[src/hw/mcss_pkg.sv]
// Constants and carrier types of the main clock source switch.
// Assumes a 50 MHz sys_clk and an AXI4-Lite master with 32-bit data.
package mcss_pkg;
  // ----------------------------------------
  // Register byte offsets
  // ----------------------------------------
  localparam logic [7:0] OFS_MODE = 8'h00;
  localparam logic [7:0] OFS_WAIT = 8'h04;
  localparam logic [7:0] OFS_RUN = 8'h08;
  localparam logic [7:0] OFS_STAT = 8'h0C;
  localparam logic [7:0] OFS_SEL = 8'h10;
  // ----------------------------------------
  // Field positions, masks and reset values
  // ----------------------------------------
  localparam int MODE_EXT_BIT = 7;
  localparam int MODE_PIN_BIT = 6;
  localparam int MODE_GAIN_BIT = 0;
  localparam logic [7:0] MODE_MASK = 8'hC1;
  localparam logic [7:0] MODE_RESET = 8'h00;
  localparam int WAIT_W = 3;
  localparam logic [2:0] WAIT_RESET = 3'h7;
  localparam int RUN_XSTOP_BIT = 7;
  localparam int RUN_ISTOP_BIT = 0;
  localparam logic [7:0] RUN_MASK = 8'h81;
  localparam logic [7:0] RUN_RESET = 8'h80;
  localparam int SEL_REQ_BIT = 4;
  localparam int SEL_STATE_BIT = 5;
  // ----------------------------------------
  // Stabilization counter, switch timing and bus responses
  // ----------------------------------------
  localparam int CNT_W = 19;
  localparam int WAIT_EXP [8] = '{8, 9, 10, 11, 13, 15, 17, 18};
  localparam int SWITCH_HOLD = 2;
  localparam logic [1:0] RESP_OKAY = 2'h0;
  localparam logic [1:0] RESP_SLVERR = 2'h2;
  // ----------------------------------------
  // Carriers
  // ----------------------------------------
  typedef struct packed {
    logic awvalid;
    logic [31:0] awaddr;
    logic wvalid;
    logic [31:0] wdata;
    logic [3:0] wstrb;
    logic bready;
    logic arvalid;
    logic [31:0] araddr;
    logic rready;
  } mcss_axi_req_type;
  typedef struct packed {
    logic awready;
    logic wready;
    logic bvalid;
    logic [1:0] bresp;
    logic arready;
    logic rvalid;
    logic [31:0] rdata;
    logic [1:0] rresp;
  } mcss_axi_resp_type;
endpackage

[src/hw/mcss_top.sv]
// Main clock source control: registers, stabilization counter, halt.
// Assumes an AXI4-Lite master on sys_clk and a crystal clock pin below 25 MHz.
//
// Function
// [RQ1] Reset always starts on internal oscillator
// [RQ2] Crystal setup: mode, wait, stop, poll, select
// [RQ3] Enable pin bit; gain above 10 MHz
// [RQ4] Mode register: one 8-bit write only
// [RQ5] Three-bit stop-release wait select field
// [RQ6] Clear crystal stop starts it; internal stop bit
// [RQ7] Eight progressive elapsed-count flags for polling
// [RQ8] Polled wait not above selected wait
// [RQ9] Select bit: high-speed or internal oscillator
// [RQ10] Return: restart internal, wait, clear select
// [RQ11] Already-done setup steps may be skipped
// [RQ12] Halt instruction halts on either source
// [RQ13] External input needs no stabilization polling
// [RQ14] Old clock runs two cycles before switching
// [RQ15] State bit reads back current source
// [RQ16] Changeover produces no runt clock pulse
`timescale 1ns/1ps
module mcss_top import mcss_pkg::*; (
  // Clock and reset
  input wire logic sys_clk,
  input wire logic rstn,
  // Register bus
  input wire mcss_axi_req_type axi_req,
  output mcss_axi_resp_type axi_resp,
  // Crystal or external clock pin
  input wire logic xtal_clk_pin,
  // CPU standby
  input wire logic halt_exec,
  input wire logic wake_event,
  output logic cpu_halted,
  // Oscillator controls
  output logic crystal_enable,
  output logic crystal_gain_high,
  output logic external_input_enable,
  output logic internal_osc_enable,
  output logic [WAIT_W-1:0] stop_wait_select,
  // Clock gates
  output logic gate_internal,
  output logic gate_highspeed
);
  // ----------------------------------------
  // State
  // ----------------------------------------
  logic [7:0] mode, next_mode;
  logic mode_locked, next_mode_locked;
  logic [WAIT_W-1:0] next_wait;
  logic [7:0] run, next_run;
  logic main_source_select, next_select;
  logic main_source_state;
  logic [CNT_W-1:0] cnt, next_cnt;
  logic pin_s1, pin_s2, pin_s3;
  logic aw_full, next_aw_full, w_full, next_w_full;
  logic [7:0] awaddr_q, next_awaddr;
  logic [31:0] wdata_q, next_wdata;
  logic wstrb0_q, next_wstrb0;
  logic awready, next_awready, wready, next_wready;
  logic bvalid, next_bvalid, arready, next_arready, rvalid, next_rvalid;
  logic [1:0] bresp, next_bresp, rresp, next_rresp;
  logic [31:0] rdata, next_rdata;
  logic next_halted;
  logic next_xen, next_xgain, next_eien, next_ien;
  logic hs_running, do_write;

  function automatic logic [7:0] wait_flags(input logic [CNT_W-1:0] c);
    logic [7:0] f;
    f = 8'h00;
    for (int i = 0; i < 8; i++) begin
      f[7-i] = (c >> WAIT_EXP[i]) != '0;
    end
    return f;
  endfunction

  function automatic logic mapped(input logic [7:0] a);
    return a inside {OFS_MODE, OFS_WAIT, OFS_RUN, OFS_STAT, OFS_SEL};
  endfunction

  assign hs_running = mode[MODE_PIN_BIT] && !run[RUN_XSTOP_BIT];

  // ----------------------------------------
  // Pin synchroniser and stabilization counter
  // ----------------------------------------
  // Counter saturates so the flags never fall back while the source runs
  always_comb begin
    next_cnt = cnt;
    if (!hs_running) begin
      next_cnt = '0;
    end else if (pin_s2 && !pin_s3 && cnt != '1) begin
      next_cnt = cnt + CNT_W'(1); // [RQ7]
    end
  end

  // ----------------------------------------
  // AXI4-Lite slave and register writes
  // ----------------------------------------
  assign do_write = aw_full && w_full && !bvalid;

  always_comb begin
    next_aw_full = aw_full;
    next_w_full = w_full;
    next_awaddr = awaddr_q;
    next_wdata = wdata_q;
    next_wstrb0 = wstrb0_q;
    next_bvalid = bvalid;
    next_bresp = bresp;
    next_arready = arready;
    next_rvalid = rvalid;
    next_rdata = rdata;
    next_rresp = rresp;
    next_mode = mode;
    next_mode_locked = mode_locked;
    next_wait = stop_wait_select;
    next_run = run;
    next_select = main_source_select;
    if (axi_req.awvalid && awready) begin
      next_aw_full = 1'b1;
      next_awaddr = axi_req.awaddr[7:0];
    end
    if (axi_req.wvalid && wready) begin
      next_w_full = 1'b1;
      next_wdata = axi_req.wdata;
      next_wstrb0 = axi_req.wstrb[0];
    end
    if (bvalid && axi_req.bready) begin
      next_bvalid = 1'b0;
    end
    if (do_write) begin
      next_aw_full = 1'b0;
      next_w_full = 1'b0;
      next_bvalid = 1'b1;
      next_bresp = mapped(awaddr_q) ? RESP_OKAY : RESP_SLVERR;
      // Only the low byte lane carries register data
      if (wstrb0_q) begin
        unique case (awaddr_q)
          OFS_MODE: begin
            if (!mode_locked) begin // [RQ4]
              next_mode = wdata_q[7:0] & MODE_MASK;
              next_mode_locked = 1'b1;
            end
          end
          OFS_WAIT: next_wait = wdata_q[WAIT_W-1:0]; // [RQ5]
          OFS_RUN: next_run = wdata_q[7:0] & RUN_MASK; // [RQ6]
          OFS_SEL: next_select = wdata_q[SEL_REQ_BIT]; // [RQ9]
          default: ;
        endcase
      end
    end
    next_awready = !next_aw_full;
    next_wready = !next_w_full;
    if (rvalid && axi_req.rready) begin
      next_rvalid = 1'b0;
      next_arready = 1'b1;
    end
    if (axi_req.arvalid && arready) begin
      next_arready = 1'b0;
      next_rvalid = 1'b1;
      next_rresp = mapped(axi_req.araddr[7:0]) ? RESP_OKAY : RESP_SLVERR;
      unique case (axi_req.araddr[7:0])
        OFS_MODE: next_rdata = {24'h000000, mode};
        OFS_WAIT: next_rdata = {29'h0000000, stop_wait_select};
        OFS_RUN: next_rdata = {24'h000000, run};
        OFS_STAT: next_rdata = {24'h000000, wait_flags(cnt)}; // [RQ7]
        OFS_SEL: next_rdata = 32'(main_source_state) << SEL_STATE_BIT | // [RQ15]
          32'(main_source_select) << SEL_REQ_BIT;
        default: next_rdata = 32'h00000000;
      endcase
    end
    next_arready = !next_rvalid;
  end

  // ----------------------------------------
  // Oscillator controls and halt
  // ----------------------------------------
  // Internal oscillator keeps running while it still drives the gates
  always_comb begin
    next_xen = hs_running && !mode[MODE_EXT_BIT]; // [RQ6]
    next_eien = hs_running && mode[MODE_EXT_BIT];
    next_xgain = mode[MODE_GAIN_BIT];
    next_ien = !run[RUN_ISTOP_BIT] || !main_source_state; // [RQ6]
    next_halted = cpu_halted;
    if (wake_event) begin
      next_halted = 1'b0;
    end else if (halt_exec) begin
      next_halted = 1'b1; // [RQ12]
    end
  end

  always_ff @(posedge sys_clk) begin
    if (!rstn) begin
      mode <= MODE_RESET;
      mode_locked <= 1'b0;
      stop_wait_select <= WAIT_RESET;
      run <= RUN_RESET;
      main_source_select <= 1'b0; // [RQ1]
      cnt <= '0;
      pin_s1 <= 1'b0;
      pin_s2 <= 1'b0;
      pin_s3 <= 1'b0;
      aw_full <= 1'b0;
      w_full <= 1'b0;
      awaddr_q <= 8'h00;
      wdata_q <= 32'h00000000;
      wstrb0_q <= 1'b0;
      awready <= 1'b0;
      wready <= 1'b0;
      bvalid <= 1'b0;
      bresp <= RESP_OKAY;
      arready <= 1'b0;
      rvalid <= 1'b0;
      rdata <= 32'h00000000;
      rresp <= RESP_OKAY;
      cpu_halted <= 1'b0;
      crystal_enable <= 1'b0;
      crystal_gain_high <= 1'b0;
      external_input_enable <= 1'b0;
      internal_osc_enable <= 1'b1;
    end else begin
      mode <= next_mode;
      mode_locked <= next_mode_locked;
      stop_wait_select <= next_wait;
      run <= next_run;
      main_source_select <= next_select;
      cnt <= next_cnt;
      pin_s1 <= xtal_clk_pin;
      pin_s2 <= pin_s1;
      pin_s3 <= pin_s2;
      aw_full <= next_aw_full;
      w_full <= next_w_full;
      awaddr_q <= next_awaddr;
      wdata_q <= next_wdata;
      wstrb0_q <= next_wstrb0;
      awready <= next_awready;
      wready <= next_wready;
      bvalid <= next_bvalid;
      bresp <= next_bresp;
      arready <= next_arready;
      rvalid <= next_rvalid;
      rdata <= next_rdata;
      rresp <= next_rresp;
      cpu_halted <= next_halted;
      crystal_enable <= next_xen;
      crystal_gain_high <= next_xgain;
      external_input_enable <= next_eien;
      internal_osc_enable <= next_ien;
    end
  end

  mcss_glitch_switch u_switch (
    .sys_clk(sys_clk),
    .rstn(rstn),
    .select_hs(main_source_select),
    .ready_int(internal_osc_enable),
    .ready_hs(hs_running),
    .gate_int(gate_internal),
    .gate_hs(gate_highspeed),
    .on_hs(main_source_state)
  );

  assign axi_resp = '{awready: awready, wready: wready, bvalid: bvalid, bresp: bresp,
    arready: arready, rvalid: rvalid, rdata: rdata, rresp: rresp};
endmodule

[src/hw/mcss_glitch_switch.sv]
// Break-before-make selector of the main clock source.
// Assumes the gates drive latch-based clock gate cells downstream.
`timescale 1ns/1ps
module mcss_glitch_switch import mcss_pkg::*; (
  // Clock and reset
  input wire logic sys_clk,
  input wire logic rstn,
  // Request and source readiness
  input wire logic select_hs,
  input wire logic ready_int,
  input wire logic ready_hs,
  // Gates and state
  output logic gate_int,
  output logic gate_hs,
  output logic on_hs
);
  typedef enum logic [2:0] {
    ON_INT = 3'h0,
    HOLD_TO_HS = 3'h1,
    GAP_TO_HS = 3'h2,
    ON_HS = 3'h3,
    HOLD_TO_INT = 3'h4,
    GAP_TO_INT = 3'h5
  } mcss_sw_state_type;

  mcss_sw_state_type state, next_state;
  logic [1:0] cnt, next_cnt;

  // ----------------------------------------
  // Sequencer
  // ----------------------------------------
  // Once started a changeover is committed; withdrawing mid-way would cut a period short
  always_comb begin
    next_state = state;
    next_cnt = 2'h0;
    unique case (state)
      ON_INT: begin
        if (select_hs && ready_hs) begin
          next_state = HOLD_TO_HS;
        end
      end
      HOLD_TO_HS: begin // [RQ14]
        next_cnt = cnt + 2'h1;
        if (cnt == 2'(SWITCH_HOLD - 1)) begin
          next_state = GAP_TO_HS;
        end
      end
      GAP_TO_HS: next_state = ON_HS; // [RQ16]
      ON_HS: begin
        if (!select_hs && ready_int) begin
          next_state = HOLD_TO_INT;
        end
      end
      HOLD_TO_INT: begin // [RQ14]
        next_cnt = cnt + 2'h1;
        if (cnt == 2'(SWITCH_HOLD - 1)) begin
          next_state = GAP_TO_INT;
        end
      end
      GAP_TO_INT: next_state = ON_INT; // [RQ16]
      default: next_state = ON_INT;
    endcase
  end

  always_ff @(posedge sys_clk) begin
    if (!rstn) begin
      state <= ON_INT; // [RQ1]
      cnt <= 2'h0;
      gate_int <= 1'b1;
      gate_hs <= 1'b0;
      on_hs <= 1'b0;
    end else begin
      state <= next_state;
      cnt <= next_cnt;
      gate_int <= next_state inside {ON_INT, HOLD_TO_HS}; // [RQ16]
      gate_hs <= next_state inside {ON_HS, HOLD_TO_INT};
      on_hs <= next_state == ON_HS;
    end
  end
endmodule

[config.mk]
export PLATFORM = sky130hd
export DESIGN_NAME = mcss_top
export DESIGN_NICKNAME = d
export VERILOG_FILES = /design/src/hw/mcss_pkg.sv /design/src/hw/mcss_top.sv /design/src/hw/mcss_glitch_switch.sv
export SDC_FILE = /design/constraint.sdc
export NUM_CORES = 1
export LEC_CHECK = 0
export BUFFER_PORTS_ARGS = -buffer_cell sky130_fd_sc_hd__buf_2
export CORE_UTILIZATION = 47
export CTS_CLUSTER_SIZE = 25
export DETAILED_ROUTE_END_ITERATION = 8
export GPL_ROUTABILITY_DRIVEN = 1
export PLACE_DENSITY = 0.89
export SYNTH_ARGS = -nofsm -noshare
export SYNTH_HDL_FRONTEND = slang
export SYNTH_HIERARCHICAL = 1
export SYNTH_SLANG_ARGS = --single-unit
[constraint.sdc]
create_clock -name sys_clk -period 2.3 [get_ports sys_clk]
set_input_delay 0.23 -clock sys_clk [delete_from_list [all_inputs] [get_ports sys_clk]]
set_output_delay 0.23 -clock sys_clk [all_outputs]
set_load 0.01 [all_outputs]
==> metrics.md <==
| Metric | Value |
|---|---|
| Largest net degree at the start of global routing | 20 |
| Dpl hpwl | 5650 um |
| Final nets | 581 |
| Vias per cell | 5.53 |
| FMAX | 0.525 GHz |
| Tot Pwr | 2.70 mW |
| Area Overhead vs Synth | 11.7% |
| Die ar. | 8140 um^2 |
| Synth top area share | 42.2% |
| First-pass GRT wire length | 13,500 um |
| Initial Util | 49.6% |
| Max VDD drop | 0.000317 V |
| Post-synth top cells | dfxtp_1 (77), nand2_1 (50), a21oi_1 (38) |
| PwrDens | 662 nW/um^2 |
| Hold Path Depth | 2 |
| CP Launch Type | register |
| Final hold vios | 0 |
| Reg2reg end | cnt[1]$_SDFFE_PN0P_ |
| CTS Buf Count | 9 |
| Routed WL per cell | 13.7 um |
| Switching power | 0.657 mW |
| Die W | 90.2 um |
| Cts hold-fix bufs | 0 |
| Worst Hold Launch | wake_event |
| P_leak | 1.61 nW |
| HP Class | in -> reg |
| Top_reg_cell synth | dfxtp_1 |
| Outcome | completed |
| Sequential power share | 51.3% |
| Chip height | 90.2 um |
| # fillers | 675 |
| Crit path DAT | 2130 ps |
| Gpl congestion | 0.813 |
| Dominant cells by area after synthesis | dfxtp_1 (42%), buf_4 (6.6%), a21oi_1 (5.2%) |
| Syn avg cell area | 8.62 um^2 |
| R2R depth | 4 |
| DRT antenna net count | 0 |
| Endpoint class of the critical path | register |
| Placement row count | 31 |
| Final min period | 1910 ps |
| Clock Root Buffer | clkbuf_8 |
| Initial DRC count | 289 |
| TritonCTS clock tree | yes |
| DRC Markers | 0 |
| Switch share | 24.3% |
| Crit-path leading delay family | simple AND/OR/NAND/NOR gates |
| PostCTS Resize Cnt | 0 |
| Pre-antenna DRT Iters | 5 |
| Comb power frac | 6.0% |
| Core area | 7370 um^2 |
| Least-Margin Pin Slew | 741 ps |
| Met3 Routed Length | 505 um |
| Finish-stage setup viols | 0 |
| RSZ-0062 raised after global routing | no |
| Worst Path Class, Setup | reg -> reg |
| Critical path's slowest cell | nor2_1 |
| Final non-filler cell total | 573 |
| Vias in the first global route | 2,936 |
| Worst path cell trace | nand4_2, nor2_1, a21boi_0, mux2i_1 |
| Hold-critical path endpoint | cpu_halted$_SDFFE_PP0P_ |
| Worst r2r src | cnt[9]$_SDFFE_PN0P_ |
| Clock Pin Slew Worst Setup and Hold Paths | 80 ps |
| Grt total ovfl | 0 |
| Fin crit share | 82.8% |
| Setup bufs post-CTS | 0 |
| Post-Route WL | 7830 um |
| Number of synthesized flops with an enable pin | 0 |
| #FFs+latches synth | 77 |
| Placed Instance Area | 3850 um^2 |
| Top Ports | 161 |
| Total negative slack | 0 ps |
| Clk_lat worst skew | 360 ps |
| Share of power burned in the clock network | 42.7% |
| Worst-path fanout max | 11 |
| Initial antenna violation count | 0 |
| Post-Route Skew | 12.1 ps |
| IO Port Bufs | 57 |
| Pint | 2.05 mW |
| Final instance area | 4080 um^2 |
| Synth area leader | dfxtp_1 |
| Maxcap violations | 0 |
| Top-count cell post-synth | dfxtp_1 |
| Post-Route M1 WL | 3600 um |
| Post-synth cell types | 59 |
| N_diodes | 0 |
| Share of cells above drive strength 1 | 19.6% |
| R2R Setup Slk | 390 ps |
| Bufs and invs on worst path | 0 |
| CTS sink count | 77 |
| Max Slew Vio Count | 0 |
| Max transition margin | 50.4% |
| Mapped Area | 3660 um^2 |
| Cells after synthesis | 424 |
| Post-layout util | 55.4% |
| Placed cells | 557 |
| Yosys warnings | 6 |
| Met2 routed WL | 3550 um |
| Detailed-route via count | 3,166 |
| Register area share after synthesis | 42.2% |
| CP Data Required Time | 2520 ps |
| Clock buffer depth | 2 |
| Total global routing track utilization | 20.3% |
| Htree depth | 3 |
| Top sig layer | met4 |
| Ys async rst share | 0% |
| CP peak stage delay | 620 ps |
-- layout by cell type (no fill, tap or decap), types with 2 or more instances in the layout --
cell,netlist,layout
nor2_1,22,22
and2_1,8,8
o21ai_0,17,17
a211oi_1,3,3
nand2_1,50,50
inv_1,11,11
and4_1,4,4
nor2b_1,3,3
bufinv_16,0,2
buf_2,1,57
nand3_1,30,30
a2111o_1,3,3
or4_1,5,5
clkbuf_8,1,9
nor3_1,4,4
nor3b_1,2,2
buf_4,32,6
o211ai_1,4,4
nor4_1,5,5
conb_1,1,26
dfxtp_1,77,77
nand4_1,8,8
clkinvlp_4,0,2
nand3b_1,4,4
nand4b_1,5,5
and3_1,4,4
a31oi_1,5,5
o31ai_1,3,3
ha_1,2,2
nand2b_1,6,6
or4_4,2,2
a22oi_1,5,5
a21oi_1,38,38
inv_6,0,2
or3_1,3,3
mux2i_1,12,12
-- power by group through the flow --
stage / combinational (mW) / sequential (mW) / clock [mW]
floorplan: 0.155 / 1.41 / 0
global placement: 0.156 / 1.41 / 0
detailed placement: 0.161 / 1.42 / 0
CTS: 0.162 / 1.38 / 1.17
global route: 0.182 / 1.39 / 1.24
finish: 0.163 / 1.38 / 1.15
-- per-stage QoR --
step           setup slack, ps  hold slack (ps)
6_report                   395             23.7
2_1_floorplan              559              306
3_5_place_dp               468              397
5_1_grt                    256             32.5
3_3_place_gp               514              398
4_1_cts                    448             13.2
-- worst reg2reg max path: stages (launching register included) --
cell	delay, ps
dfxtp_1	450
nand4_2	210
nor2_1	620
a21boi_0	310
mux2i_1	180
-- state kept, by name, summed over array words and instances (netlist names), 2 cells and up --
signal            count
cnt                  19
awaddr_q              8
rdata                 8
wdata_q               6
mode                  3
stop_wait_select      3
u_switch/state        3
run                   2
u_switch/cnt          2
-- how the worst max path moves through the flow --
stage | start | cells after the start | endpoint | slack [ps]
2_1_floorplan | cnt[0]$_SDFFE_PN0P_ | 6 | cnt[9]$_SDFFE_PN0P_ | 560
3_3_place_gp | axi_req[2] | 5 | rdata[4]$_SDFFE_PN0P_ | 510
3_5_place_dp | cnt[4]$_SDFFE_PN0P_ | 4 | cnt[16]$_SDFFE_PN0P_ | 470
4_1_cts | cnt[4]$_SDFFE_PN0P_ | 4 | cnt[16]$_SDFFE_PN0P_ | 450
5_1_grt | cnt[9]$_SDFFE_PN0P_ | 4 | cnt[0]$_SDFFE_PN0P_ | 260
6_report | cnt[9]$_SDFFE_PN0P_ | 4 | cnt[1]$_SDFFE_PN0P_ | 390
-- layer usage --
| layer | up-vias | track usage, % |
|---|---|---|
| met5 | - | 0 |
| met4 | 0 | 9.27 |
| met3 | 17 | 4.15 |
| met2 | 149 | 32.3 |
| met1 | 1452 | 26.5 |
| li1 | 1548 | - |
-- layout make-up --
type	instances	area, um^2	share of cell area (%)
timing repair buffer	63	330	8.09
clock buffer	9	124	3.03
multi-input combinational	307	1820	44.5
clock inverter	7	104	2.54
inverter	11	41.3	1.01
tap	99	124	3.03
sequential	77	1540	37.8
-- cells by family (layout without fill, tap and decap cells) --
| group | after synthesis | in the layout | synth area share, % |
|---|---|---|---|
| and+or+nand+nor | 177 | 177 | 27.1 |
| DFF | 77 | 77 | 42.2 |
| other | 1 | 26 | 0.103 |
| adders and majority gates | 2 | 2 | 0.684 |
| muxes | 13 | 13 | 3.90 |
| AOI/OAI and AO/OA | 88 | 88 | 15.1 |
| xor gates and xnor gates | 1 | 1 | 0.240 |
| buffers and inverters | 65 | 90 | 10.7 |
Power figures use the tool's default switching activity.
